### src/core/clock_gen_pkg.sv
// Constants for the clock generator flags and trim block
package clock_gen_pkg;
  localparam int ADDR_W = 8;
  localparam int DATA_W = 32;
  // Register indices; byte address is four times the index
  localparam logic [7:0] IDX_CTL0 = 8'h34;
  localparam logic [7:0] IDX_CTL1 = 8'h35;
  localparam logic [7:0] IDX_MULT = 8'h36;
  localparam logic [7:0] IDX_FLAGS = 8'h37;
  localparam logic [7:0] IDX_TRIMH = 8'h38;
  localparam logic [7:0] IDX_TRIML = 8'h39;
  localparam logic [7:0] IDX_IRQ_STAT = 8'h3C;
  localparam logic [7:0] IDX_IRQ_MASK = 8'h3D;
  // Flags register fields
  localparam int FLG_POR = 6;
  localparam int FLG_LOCKCHG = 4;
  localparam int FLG_LOCK_STATUS = 3;
  localparam int FLG_ILLADDR = 2;
  localparam int FLG_OSCUP = 1;
  // Control register 0 fields
  localparam int C0_OSC_ENABLE = 7;
  localparam int C0_RDIV_LO = 4;
  localparam int C0_BUS_CLOCK_SOURCE_SEL = 3;
  localparam int C0_FLL_REFERENCE_SEL = 2;
  localparam int C0_OSC4 = 1;
  // Control register 1 fields
  localparam int C1_BDIV_LO = 4;
  localparam int C1_LOCK_IRQ_ENABLE = 1;
  // Interrupt status and mask fields
  localparam int IRQ_W = 3;
  localparam int IRQ_LOCKCHG = 0;
  localparam int IRQ_ILLADDR = 1;
  localparam int IRQ_OSCUP = 2;
  // Widths and reset values
  localparam int TRIM_W = 9;
  localparam int MULT_W = 7;
  localparam logic [7:0] CTL0_RST = 8'h00;
  localparam logic [7:0] CTL1_RST = 8'h00;
  localparam logic [6:0] MULT_RST = 7'h00;
  localparam logic [8:0] TRIM_RST = 9'h000;
  localparam logic [2:0] MASK_RST = 3'h0;
endpackage : clock_gen_pkg

### src/core/clock_gen_flags_and_trim.sv
// Clock generator status flags, lock interrupt and reference trim with APB slave
//
// Contract
// - A power-on reset sets the power-on flag in bit 6 and a system reset leaves it alone.
// - An illegal address access sets bit 2, kept through system reset, cleared by power-on.
// - Power-on, illegal-address and lock-change flags clear only on a written 1.
// - Any change of the lock status bit, other than a clear by stop mode or a register write, sets the lock-change flag in bit 4.
// - With lock interrupt enabled, a set lock-change flag holds the interrupt request.
// - Lock status in bit 3 is read-only and shows the DCO within tolerance.
// - Stop mode or writes to control 0, multiplier or trim clear lock status silently.
// - Bit 1 sets once the enabled oscillator has finished its startup.
// - Oscillator as bus clock or FLL reference is selectable only while started up.
// - Startup status clears on oscillator disable or stop mode and ignores writes.
// - The oscillator monitor runs only while the startup status bit is set.
// - After system reset release the flash trim value is loaded into the trim registers.
// - The 9-bit trim is binary weighted; lower value gives higher reference frequency.
// - Both trim registers are readable at any time and writable except while system reset is asserted.
// - Control 0 bit 7 enables oscillator clock and monitor.
// - Control 1 bit 1 enables lock-change interrupt requests.
`timescale 1ns/1ps
module clock_gen_flags_and_trim
  import clock_gen_pkg::*;
(
  input wire logic clk,
  input wire logic reset,
  input wire logic sysReset,
  input wire logic psel,
  input wire logic penable,
  input wire logic pwrite,
  input wire logic [9:0] paddr,
  input wire logic [DATA_W-1:0] pwdata,
  input wire logic [3:0] pstrb,
  output logic [DATA_W-1:0] prdata,
  output logic pready,
  output logic pslverr,
  input wire logic illegalAccess,
  input wire logic stopMode,
  input wire logic dcoInTolerance,
  input wire logic oscStartupDone,
  input wire logic [TRIM_W-1:0] flashTrim,
  output logic oscEnable,
  output logic oscMonitorActive,
  output logic busClockSourceSel,
  output logic fllReferenceSel,
  output logic osc4MhzFilter,
  output logic [2:0] refDivider,
  output logic [3:0] busDivider,
  output logic [MULT_W-1:0] fllMultiplier,
  output logic [TRIM_W-1:0] refTrim,
  output logic lockIrq,
  output logic irq
);

  // Synchronisers for the analog status inputs
  logic lockSync_r;
  logic oscSync_r;
  clock_gen_sync_bit lockSync_i (
    .clk(clk),
    .reset(reset),
    .din(dcoInTolerance),
    .dout(lockSync_r)
  );
  clock_gen_sync_bit oscSync_i (
    .clk(clk),
    .reset(reset),
    .din(oscStartupDone),
    .dout(oscSync_r)
  );

  // Bus decode
  wire addrAligned = (paddr[1:0] == 2'b00);
  wire [7:0] regIdx = paddr[9:2];
  wire selCtl0 = addrAligned && (regIdx == IDX_CTL0);
  wire selCtl1 = addrAligned && (regIdx == IDX_CTL1);
  wire selMult = addrAligned && (regIdx == IDX_MULT);
  wire selFlags = addrAligned && (regIdx == IDX_FLAGS);
  wire selTrimH = addrAligned && (regIdx == IDX_TRIMH);
  wire selTrimL = addrAligned && (regIdx == IDX_TRIML);
  wire selStat = addrAligned && (regIdx == IDX_IRQ_STAT);
  wire selMask = addrAligned && (regIdx == IDX_IRQ_MASK);
  wire mapped = selCtl0 || selCtl1 || selMult || selFlags || selTrimH || selTrimL
                || selStat || selMask;
  wire access = psel && penable;
  wire setup = psel && !penable;
  wire wrLane = access && pwrite && mapped && pstrb[0];
  wire rdDone = access && !pwrite && mapped;
  wire [7:0] wb = pwdata[7:0];
  wire wrCtl0 = wrLane && selCtl0;
  wire wrCtl1 = wrLane && selCtl1;
  wire wrMult = wrLane && selMult;
  wire wrFlags = wrLane && selFlags;
  wire wrTrimH = wrLane && selTrimH;
  wire wrTrimL = wrLane && selTrimL;
  wire wrMask = wrLane && selMask;
  wire rdStat = rdDone && selStat;

  assign pready = penable;
  assign pslverr = access && !mapped;

  // Control registers
  logic [7:0] ctl0_r;
  logic [7:0] ctl1_r;
  logic [MULT_W-1:0] mult_r;
  logic oscStarted_r;
  wire oscOff = !ctl0_r[C0_OSC_ENABLE] || stopMode;
  logic [7:0] ctl0_nxt;
  always_comb begin
    ctl0_nxt = ctl0_r;
    if (wrCtl0) begin
      ctl0_nxt[C0_OSC_ENABLE] = wb[C0_OSC_ENABLE];
      ctl0_nxt[C0_RDIV_LO+2:C0_RDIV_LO] = wb[C0_RDIV_LO+2:C0_RDIV_LO];
      ctl0_nxt[C0_BUS_CLOCK_SOURCE_SEL] = wb[C0_BUS_CLOCK_SOURCE_SEL] && oscStarted_r;
      ctl0_nxt[C0_FLL_REFERENCE_SEL] = wb[C0_FLL_REFERENCE_SEL] && oscStarted_r;
      if (!ctl0_r[C0_OSC_ENABLE]) begin
        ctl0_nxt[C0_OSC4] = wb[C0_OSC4];
      end
    end
    if (oscOff) begin
      ctl0_nxt[C0_BUS_CLOCK_SOURCE_SEL] = 1'b0;
      ctl0_nxt[C0_FLL_REFERENCE_SEL] = 1'b0;
    end
    ctl0_nxt[0] = 1'b0;
  end
  wire [7:0] ctl1_nxt = wrCtl1 ? {wb[7:4], 2'b00, wb[C1_LOCK_IRQ_ENABLE], 1'b0} : ctl1_r;

  // Oscillator and reference control
  always_ff @(posedge clk or posedge reset) begin
    if (reset) begin
      ctl0_r <= CTL0_RST;
    end else if (sysReset) begin
      ctl0_r <= CTL0_RST;
    end else begin
      ctl0_r <= ctl0_nxt;
    end
  end

  // Bus divider and lock interrupt enable
  always_ff @(posedge clk or posedge reset) begin
    if (reset) begin
      ctl1_r <= CTL1_RST;
    end else if (sysReset) begin
      ctl1_r <= CTL1_RST;
    end else begin
      ctl1_r <= ctl1_nxt;
    end
  end

  // Loop multiplier
  always_ff @(posedge clk or posedge reset) begin
    if (reset) begin
      mult_r <= MULT_RST;
    end else if (sysReset) begin
      mult_r <= MULT_RST;
    end else if (wrMult) begin
      mult_r <= wb[MULT_W-1:0];
    end
  end

  // Oscillator startup status
  wire oscStarted_nxt = oscOff ? 1'b0 : (oscStarted_r || oscSync_r);
  always_ff @(posedge clk or posedge reset) begin
    if (reset) begin
      oscStarted_r <= 1'b0;
    end else if (sysReset) begin
      oscStarted_r <= 1'b0;
    end else begin
      oscStarted_r <= oscStarted_nxt;
    end
  end

  // Trim registers with flash load after system reset
  logic [TRIM_W-1:0] trim_r;
  logic loadPending_r;
  logic [TRIM_W-1:0] trim_nxt;
  always_comb begin
    trim_nxt = trim_r;
    if (loadPending_r) begin
      trim_nxt = flashTrim;
    end
    if (wrTrimH) begin
      trim_nxt[8] = wb[0];
    end
    if (wrTrimL) begin
      trim_nxt[7:0] = wb;
    end
  end
  always_ff @(posedge clk or posedge reset) begin
    if (reset) begin
      trim_r <= TRIM_RST;
    end else if (!sysReset) begin
      trim_r <= trim_nxt;
    end
  end

  // Load request armed by either reset
  always_ff @(posedge clk or posedge reset) begin
    if (reset) begin
      loadPending_r <= 1'b1;
    end else if (sysReset) begin
      loadPending_r <= 1'b1;
    end else begin
      loadPending_r <= 1'b0;
    end
  end

  // Lock status tracking
  wire lockClear = stopMode || wrCtl0 || wrMult || wrTrimH || wrTrimL;
  logic lock_status_r;
  logic relockHold_r;
  wire lock_status_nxt = lockSync_r && !relockHold_r && !lockClear;
  wire lockChange = !lockClear && (lock_status_nxt != lock_status_r);
  always_ff @(posedge clk or posedge reset) begin
    if (reset) begin
      lock_status_r <= 1'b0;
    end else begin
      lock_status_r <= lock_status_nxt;
    end
  end

  // Hold lock status low until tolerance drops after a clear
  always_ff @(posedge clk or posedge reset) begin
    if (reset) begin
      relockHold_r <= 1'b0;
    end else begin
      relockHold_r <= lockClear || (relockHold_r && lockSync_r);
    end
  end

  // Sticky flags; a set in the same cycle wins over the written 1
  logic porFlag_r;
  logic illAddrFlag_r;
  logic lockChgFlag_r;
  clock_gen_sticky_flag #(
    .RESET_VAL(1'b1)
  ) porFlag_i (
    .clk(clk),
    .reset(reset),
    .setEvent(1'b0),
    .clearReq(wrFlags && wb[FLG_POR]),
    .flag(porFlag_r)
  );
  clock_gen_sticky_flag #(
    .RESET_VAL(1'b0)
  ) illAddrFlag_i (
    .clk(clk),
    .reset(reset),
    .setEvent(illegalAccess),
    .clearReq(wrFlags && wb[FLG_ILLADDR]),
    .flag(illAddrFlag_r)
  );
  clock_gen_sticky_flag #(
    .RESET_VAL(1'b0)
  ) lockChgFlag_i (
    .clk(clk),
    .reset(reset),
    .setEvent(lockChange),
    .clearReq(wrFlags && wb[FLG_LOCKCHG]),
    .flag(lockChgFlag_r)
  );

  // Interrupt status, cleared by read; set wins over clear
  logic [IRQ_W-1:0] irqStat_r;
  logic [IRQ_W-1:0] irqMask_r;
  logic oscStartedDly_r;
  wire [IRQ_W-1:0] irqEvents = {oscStarted_r && !oscStartedDly_r, illegalAccess, lockChange};
  for (genvar b = 0; b < IRQ_W; b++) begin : irqStatBit
    clock_gen_sticky_flag #(
      .RESET_VAL(1'b0)
    ) statFlag_i (
      .clk(clk),
      .reset(reset),
      .setEvent(irqEvents[b]),
      .clearReq(rdStat),
      .flag(irqStat_r[b])
    );
  end

  // Interrupt mask
  always_ff @(posedge clk or posedge reset) begin
    if (reset) begin
      irqMask_r <= MASK_RST;
    end else if (wrMask) begin
      irqMask_r <= wb[IRQ_W-1:0];
    end
  end

  // Startup edge detector
  always_ff @(posedge clk or posedge reset) begin
    if (reset) begin
      oscStartedDly_r <= 1'b0;
    end else begin
      oscStartedDly_r <= oscStarted_r;
    end
  end

  // Read data, captured in the setup phase
  wire [7:0] flagsRd = {1'b0, porFlag_r, 1'b0, lockChgFlag_r, lock_status_r, illAddrFlag_r,
                        oscStarted_r, 1'b0};
  wire [7:0] rdByte =
      selCtl0 ? ctl0_r :
      selCtl1 ? ctl1_r :
      selMult ? {1'b0, mult_r} :
      selFlags ? flagsRd :
      selTrimH ? {7'h00, trim_r[8]} :
      selTrimL ? trim_r[7:0] :
      selStat ? {5'h00, irqStat_r} :
      selMask ? {5'h00, irqMask_r} : 8'h00;
  logic [DATA_W-1:0] prdata_r;
  always_ff @(posedge clk or posedge reset) begin
    if (reset) begin
      prdata_r <= '0;
    end else if (setup && !pwrite) begin
      prdata_r <= {24'h00_0000, rdByte};
    end
  end
  assign prdata = prdata_r;

  // Outputs to the clock system
  assign oscEnable = ctl0_r[C0_OSC_ENABLE];
  assign oscMonitorActive = oscStarted_r;
  assign busClockSourceSel = ctl0_r[C0_BUS_CLOCK_SOURCE_SEL];
  assign fllReferenceSel = ctl0_r[C0_FLL_REFERENCE_SEL];
  assign osc4MhzFilter = ctl0_r[C0_OSC4];
  assign refDivider = ctl0_r[C0_RDIV_LO+2:C0_RDIV_LO];
  assign busDivider = ctl1_r[C1_BDIV_LO+3:C1_BDIV_LO];
  assign fllMultiplier = mult_r;
  assign refTrim = trim_r;
  assign lockIrq = lockChgFlag_r && ctl1_r[C1_LOCK_IRQ_ENABLE];
  assign irq = |(irqStat_r & irqMask_r);

endmodule : clock_gen_flags_and_trim

// Two-stage synchroniser for an asynchronous level
module clock_gen_sync_bit (
  input wire logic clk,
  input wire logic reset,
  input wire logic din,
  output logic dout
);
  logic meta_r;
  logic sync_r;
  always_ff @(posedge clk or posedge reset) begin
    if (reset) begin
      meta_r <= 1'b0;
      sync_r <= 1'b0;
    end else begin
      meta_r <= din;
      sync_r <= meta_r;
    end
  end
  assign dout = sync_r;
endmodule : clock_gen_sync_bit

// Sticky event flag; a set in the same cycle wins over the clear
module clock_gen_sticky_flag #(
  parameter logic RESET_VAL = 1'b0
) (
  input wire logic clk,
  input wire logic reset,
  input wire logic setEvent,
  input wire logic clearReq,
  output logic flag
);
  logic flag_r;
  wire flag_nxt = setEvent || (flag_r && !clearReq);
  always_ff @(posedge clk or posedge reset) begin
    if (reset) begin
      flag_r <= RESET_VAL;
    end else begin
      flag_r <= flag_nxt;
    end
  end
  assign flag = flag_r;
endmodule : clock_gen_sticky_flag

### config.mk
export PLATFORM = sky130hd
export DESIGN_NAME = clock_gen_flags_and_trim
export DESIGN_NICKNAME = d
export VERILOG_FILES = /design/src/core/clock_gen_pkg.sv /design/src/core/clock_gen_flags_and_trim.sv
export SDC_FILE = /design/constraint.sdc
export NUM_CORES = 1
export LEC_CHECK = 0
export BUFFER_PORTS_ARGS = -buffer_cell sky130_fd_sc_hd__buf_2
export CAP_MARGIN = 25
export CORE_MARGIN = 2
export CORE_UTILIZATION = 54
export CTS_BUF_LIST = sky130_fd_sc_hd__clkbuf_4
export CTS_CLUSTER_DIAMETER = 60
export DETAILED_ROUTE_END_ITERATION = 16
export GPL_ROUTABILITY_DRIVEN = 0
export HOLD_SLACK_MARGIN = 0.03
export PLACE_DENSITY = 0.88
export SLEW_MARGIN = 20
export SYNTH_ARGS = -nofsm -noshare
export SYNTH_HDL_FRONTEND = slang
export SYNTH_SLANG_ARGS = --single-unit
### constraint.sdc
create_clock -name clk -period 4.5 [get_ports clk]
set_clock_uncertainty 0.2 [all_clocks]
set_input_delay 0.45 -clock clk [delete_from_list [all_inputs] [get_ports clk]]
set_output_delay 0.45 -clock clk [all_outputs]
set_load 0.03 [all_outputs]
## Word-level counts from Yosys, hierarchy flattened

Cells that the tools add are included.

| cells by class | value |
|---|---|
| add/sub/neg operators | 0 |
| multipliers | 0 |
| divide/modulo/power cells | 0 |
| magnitude comparators | 0 |
| equality and inequality tests | 10 |
| shift operators | 0 |
| muxes and demuxes | 22 |
| bitwise logic cells | 2 |
| reductions and logical operators | 83 |

Operator list:

| operator | count |
|---|---|
| 2-to-1 mux 8 bit | 10 |
| equality test 8 x 6 -> 1 bit, second input constant | 8 |
| logical AND 1 bit | 42 |
| 2-to-1 mux 7 bit | 3 |
| logical OR 1 bit | 19 |
| logical NOT 1 bit | 11 |
| nonzero test 2 bit | 5 |
| 2-to-1 mux 9 bit | 1 |
| 2-to-1 mux 3 bit | 2 |
| AND reduction 2 bit | 3 |
| 2-to-1 mux 1 bit | 5 |
| bitwise AND 3 bit | 1 |
| nonzero test 3 bit | 1 |
| OR reduction 3 bit | 1 |
| logical NOT 2 bit | 1 |
| 2-to-1 mux 2 bit | 1 |
| != test 2 bit, second input constant | 1 |
| != test 1 bit | 1 |
| NOT 1 bit | 1 |

| word-level totals | value |
|---|---|
| register bits after elaboration | 58 |
| bits in latches | 0 |
| memory bits (writable) | 0 |
| bits in read-only memories | 0 |
| word-level logic and storage cells | 142 |
| memories kept | 0 |

## Logic depth before layout (Yosys ltp)

| depth | value |
|---|---|
| depth after elaboration | 21 |
| gate-level depth with buffers | 7 |
| depth with buffers taken out | 4 |

## Modules after synthesis

A second synthesis with hierarchy kept.

| second synthesis, totals | value |
|---|---|
| cell total of the unflattened synthesis | 310 |
| area, all modules | 3116.7 µm² |

By module, submodules not included:

| module | times used | cells each | area each (µm²) |
|---|---|---|---|
| clock_gen_flags_and_trim | 1 | 280 | 2767.7 |
| clock_gen_sticky_flag at illAddrFlag_i ... | 5 | 4 | 40.0 |
| clock_gen_sync_bit | 2 | 3 | 53.8 |
| clock_gen_sticky_flag at porFlag_i | 1 | 4 | 41.3 |

## Worst setup path after synthesis

Ideal clock, no wire load.

| timing | value |
|---|---|
| path type | input to output |
| from | in paddr[8] |
| to | out pslverr |
| data arrival time | 1.338 ns |
| data required time | 3.850 ns |
| path slack | 2.512 ns |
| stages on the path | 3 |
| path buffers | 0 |
| path through | nand4bb_4 > nor2_1 > a21oi_1 |

| between the ends | value |
|---|---|
| cells in the longest elaborated chain, start to end | 11 |

Ends and longest elaborated chain:

| item | RTL line | source |
|---|---|---|
| start, declared | clock_gen_flags_and_trim.sv:30 | `input wire logic [9:0] paddr,` |
| equality test 8 x 6 -> 1 bit, on equally long branches | clock_gen_flags_and_trim.sv:73, clock_gen_flags_and_trim.sv:74 |  |
| logical AND 1 bit, on equally long branches | clock_gen_flags_and_trim.sv:73, clock_gen_flags_and_trim.sv:74 |  |
| logical OR 1 bit (5 in series) | clock_gen_flags_and_trim.sv:81 | `wire mapped = selCtl0 \|\| selCtl1 \|\| selMult \|\| selFlags \|\| selTrimH \|\| selTrimL` |
| logical OR 1 bit | clock_gen_flags_and_trim.sv:82 | `\|\| selStat \|\| selMask;` |
| logical OR 1 bit (*) | clock_gen_flags_and_trim.sv:82 |  |
| logical NOT 1 bit (*) | clock_gen_flags_and_trim.sv:98 | `assign pslverr = access && !mapped;` |
| logical AND 1 bit (*) | clock_gen_flags_and_trim.sv:98 |  |
| end, declared | clock_gen_flags_and_trim.sv:35 | `output logic pslverr,` |

Mark *: on every way between the ends. The rest lies on a longest branch, timed or not.

## Worst setup path in the final report

| timing | value |
|---|---|
| from | in paddr[4] |
| to | reg ctl1_r[7] |

| between the ends | value |
|---|---|
| cells in the longest elaborated chain, start to end | 13 |

Ends and longest elaborated chain:

| item | RTL line | source |
|---|---|---|
| equality test 8 x 6 -> 1 bit, on equally long branches | clock_gen_flags_and_trim.sv:73, clock_gen_flags_and_trim.sv:74 |  |
| logical AND 1 bit, on equally long branches | clock_gen_flags_and_trim.sv:73, clock_gen_flags_and_trim.sv:74 |  |
| logical OR 1 bit (5 in series) | clock_gen_flags_and_trim.sv:81 |  |
| logical OR 1 bit (2 in series) | clock_gen_flags_and_trim.sv:82 |  |
| logical AND 1 bit (2 in series) | clock_gen_flags_and_trim.sv:85 | `wire wrLane = access && pwrite && mapped && pstrb[0];` |
| logical AND 1 bit (*) | clock_gen_flags_and_trim.sv:89 | `wire wrCtl1 = wrLane && selCtl1;` |
| nonzero test 2 bit (no source line) (*) | -- |  |
| end signal, assigned | clock_gen_flags_and_trim.sv:144 | `ctl1_r <= ctl1_nxt;` |
| end, declared | clock_gen_flags_and_trim.sv:102 | `logic [7:0] ctl1_r;` |

Marked as above.
A chain may end at the register's enable or synchronous reset.

==> results.txt <==
Detailed routing placed a total of 722 um of wire on met3. Among all flip-flop cells after synthesis, the most frequent one is dfrtp_1. The effective utilization at floorplan is 0.552.

The run finished with clean final reports. Setup repair after global routing left no endpoint under its margin. Entering global routing, the biggest net connects 33 pins.

The max-slew violation count came out at 0. The clock input transition at the sequential cells of the worst setup and hold paths is 0.15 ns. TritonCTS built the clock tree. After detailed routing, the number of vias per cell comes to 6.01. The number of endpoints with negative hold slack in the final report came out at 0. The clock period could shrink to 2.35 ns. The global route total overflow came out at 0.

The number of H-tree levels came out at 2. Port buffering added 77 buffers. The adder-cell share of the synthesized area came out at 0.

CTS placed an instance of clkbuf_4 at the clock tree root. The number of clock sinks seen by CTS came out at 54. The post-route met1 wirelength came out at 3240 um. The post-synthesis compound-gate area fraction is 0.186.

The total CTS buffers came out at 5. The portion of synthesized cell area occupied by the leading cell type is 0.403. Based on the critical path, the design can be clocked at up to 0.425 GHz. Yosys mapped a number of flops with a built-in enable equal to 0. The placed instances occupy a cell area of 0.00348 mm2. The site row count is 28. The first global-routing pass estimated 12900 um of wire. The number of synthesized register bits came out at 54. The fraction of synthesized area in multiplexers came out at 0.0368. The biggest area contributor in the post-synthesis netlist is dfrtp_1. The fraction of final layout cells with drive strength greater than 1 is 0.288. The pre-CTS setup slack came out at 1.79 ns. The worst vdd rail ir drop is 0.194 mV. The cell count after synthesis came out at 337. The height of the die is 81.3 um. The via count of the first global-routing pass is 2568. The internal portion of the total power is 0.000639 W. The normalized max-slew margin is 0.314.

The static leakage is 1.62 nW. The count of endpoints failing setup in the final report is 0. The power per standard cell area is 266 mW/mm2. The number of DRC violations after detailed routing is 0. The die area is 0.00662 mm2. After detailed routing, no signal wire sits above met4.

After synthesis, the share of flip-flops with an asynchronous set or reset is 1.00. The number of distinct library cell variants in the gate-level netlist after synthesis is 58. Of the total power, combinational logic draws 0.215. The I/O pin count came out at 129. The net total in the final layout is 463. From synthesis to final layout, the design area changed by 10.6%.

In the post-synthesis netlist, the biggest area contributors are dfrtp_1 (40%), buf_4 (7.9%), a21oi_1 (4.0%), nand3_1 (3.4%), o21ai_0 (3.3%). The endpoint required time on the critical path came out at 4.55 ns. The number of nets with antenna violations after detailed routing is 0.

The number of cell instances on the worst register-to-register path is 4. The number of buffers on the longest clock path came out at 2. Of the total synthesized cell area, the portion taken by AND, OR, NAND and NOR gates is 0.244.

Summed over all failing endpoints, the final setup total negative slack is 0 ns. Of the total power, registers draw 0.545. Of the total synthesized cell area, the portion taken by XOR and XNOR cells is 0.00271. The cell area after synthesis is 0.00323 mm2. After synthesis, the largest family of logic cells by area is simple AND/OR/NAND/NOR gates. The clock power share is 0.240. The critical-path maximum fanout came out at 15. The number of DRC markers in iteration 0 is 382. STA classifies the critical path endpoint as a flop.

Yosys printed 0 warnings. The path class of the tightest hold or removal check is input pin to flop. The total track usage is 0.258. The type of origin of the critical path is an input pin. The routed design uses 4100 um of met2 wire.

The wire-length estimate of the detail-placed layout is 6140 um. The switching share of total power is 0.329. The final worst slack is 2.15 ns. The synthesized area per cell came out at 9.59 um2.

The antenna diode count came out at 0. The first TritonRoute pass finished after 6 iterations. The number of stages on the worst hold path came out at 2.

The max-capacitance violation count is 0. At the worst endpoint, the arrival time is 2.40 ns. The final route contains 2849 vias. The number of antenna violations at the first check in global routing was 0. Wires add up to 8210 um.

The share of the yosys chip area belonging to registers came out at 0.419. The number of setup buffers added after CTS is 0. The period utilization is 0.522. After clock tree synthesis, the flow added hold-fix buffers numbering 3. The clock network latency to the later pin of the worst-skew pair came out at 0.38 ns. The area of the placeable core is 0.00585 mm2. After routing the design area is 0.00357 mm2.

At the pin with the least slew margin, the transition time is 1.02 ns. The switching power came out at 0.000313 W. The critical path is of the input pin to flop type. The number of cells upsized or downsized after cts is 0.

After detailed routing, the average wire length per cell comes to 17.3 um. The floorplan die width is 81.3 um.
-- placed cells by master (no fill, tap or decap), types with 3 or more instances in the layout --
cell,count
a211oi_2,8
a21o_1,4
a21oi_1,26
a31oi_1,3
a32oi_1,3
buf_2,77
clkbuf_4,7
conb_1,24
dfrtp_1,52
dlygate4sd3_1,3
inv_1,5
mux2_2,5
mux2i_1,4
nand2_1,20
nand2b_1,10
nand3_1,22
nand4_1,8
nor2_1,27
nor2b_1,7
nor3_1,9
nor3b_1,5
nor4_4,3
o21ai_0,21
-- cell type report --
type                    instances  area, um2
repair buffers                 81        435
fillers                       505       2280
clock inverters                 1       7.51
well taps                      75       93.8
inverters                       6       22.5
clock buffers                   7       52.6
flip-flops and latches         54       1350
multi-input cells             250       1610
-- logic make-up (layout without fill, tap and decap cells) --
kind of cell           count (synthesis)  after routing
AO/OA/AOI/OAI                         85             85
XOR/XNOR                               1              1
buffers and inverters                 56             95
flip-flops                            54             54
multiplexers                          10             10
other                                  1             24
AND/OR/NAND/NOR                      130            130
-- per-layer routing --
layer / track usage / vias to the layer above
met2: 0.440 / 160
li1: - / 1291
met3: 0.0444 / 16
met4: 0.0576 / 0
met5: 0 / -
met1: 0.343 / 1382
-- critical path, stage by stage --
cell and delay [ns]:
buf_2 0.25, nor2b_1 0.72, nand4_1 0.57, o21ai_0 0.32, a21oi_1 0.10
-- path summary, 6_finish.rpt --
kind / startpoint / to / slack (ns)
setup / recovery: paddr[4] / ctl1_r[7]$_DFFE_PP0P_ / 2.15
hold / removal: stopMode / lock_status_r$_DFF_PP0_ / 0.07
setup reg to reg: loadPending_r$_DFF_PP1_ / refTrim[1]$_DFFE_PP0P_ / 2.83
hold reg to reg: oscSync_i.meta_r$_DFF_PP0_ / oscSync_i.dout$_DFF_PP0_ / 0.18
max in group asynchronous: reset / ctl1_r[5]$_DFFE_PP0P_ / 3.13
min in group asynchronous: reset / oscSync_i.meta_r$_DFF_PP0_ / 0.43
-- sequential cells by signal (all words and copies together) (netlist names), 3 cells and up --
name                        cells
ctl0_r                          7
fllMultiplier                   7
irqStatBit.statFlag_i.flag      3
prdata                          8
refTrim                         9
ctl1_r                          5
irqMask_r                       3
-- metrics by stage --
| step | cells | hold slack, ns | util | power [W] |
|---|---|---|---|---|
| finish | 474 | 0.0725 | 0.611 | 0.000951 |
| global route | 474 | 0.0558 | 0.611 | 0.000991 |
| CTS | 474 | 0.0633 | 0.611 | 0.000953 |
| detailed placement | 463 | 0.144 | 0.595 | 0.000729 |
| global placement | 462 | 0.136 | 0.592 | 0.000722 |
| floorplan | 360 | 0.131 | - | 0.000683 |
-- cell usage after synthesis (7+ instances only) --
cell type and n:
nand4_1 8, a211oi_2 8, buf_4 34, buf_2 7, nand2b_1 10, nor2b_1 7, nor2_1 27, clkbuf_1 7
nor3_1 9, o21ai_0 21, nand3_1 22, nand2_1 20, dfrtp_1 52, a21oi_1 26
-- power groups by stage --
stage / Sequential [W] / Combinational [W] / Clock (W)
6_report: 0.000519 / 0.000204 / 0.000228
3_5_place_dp: 0.000528 / 0.000201 / 0
4_1_cts: 0.000519 / 0.000203 / 0.000231
3_3_place_gp: 0.000527 / 0.000196 / 0
2_1_floorplan: 0.000555 / 0.000128 / 0
5_1_grt: 0.000521 / 0.000220 / 0.000249
No activity file was read; power rests on OpenSTA's default activity.
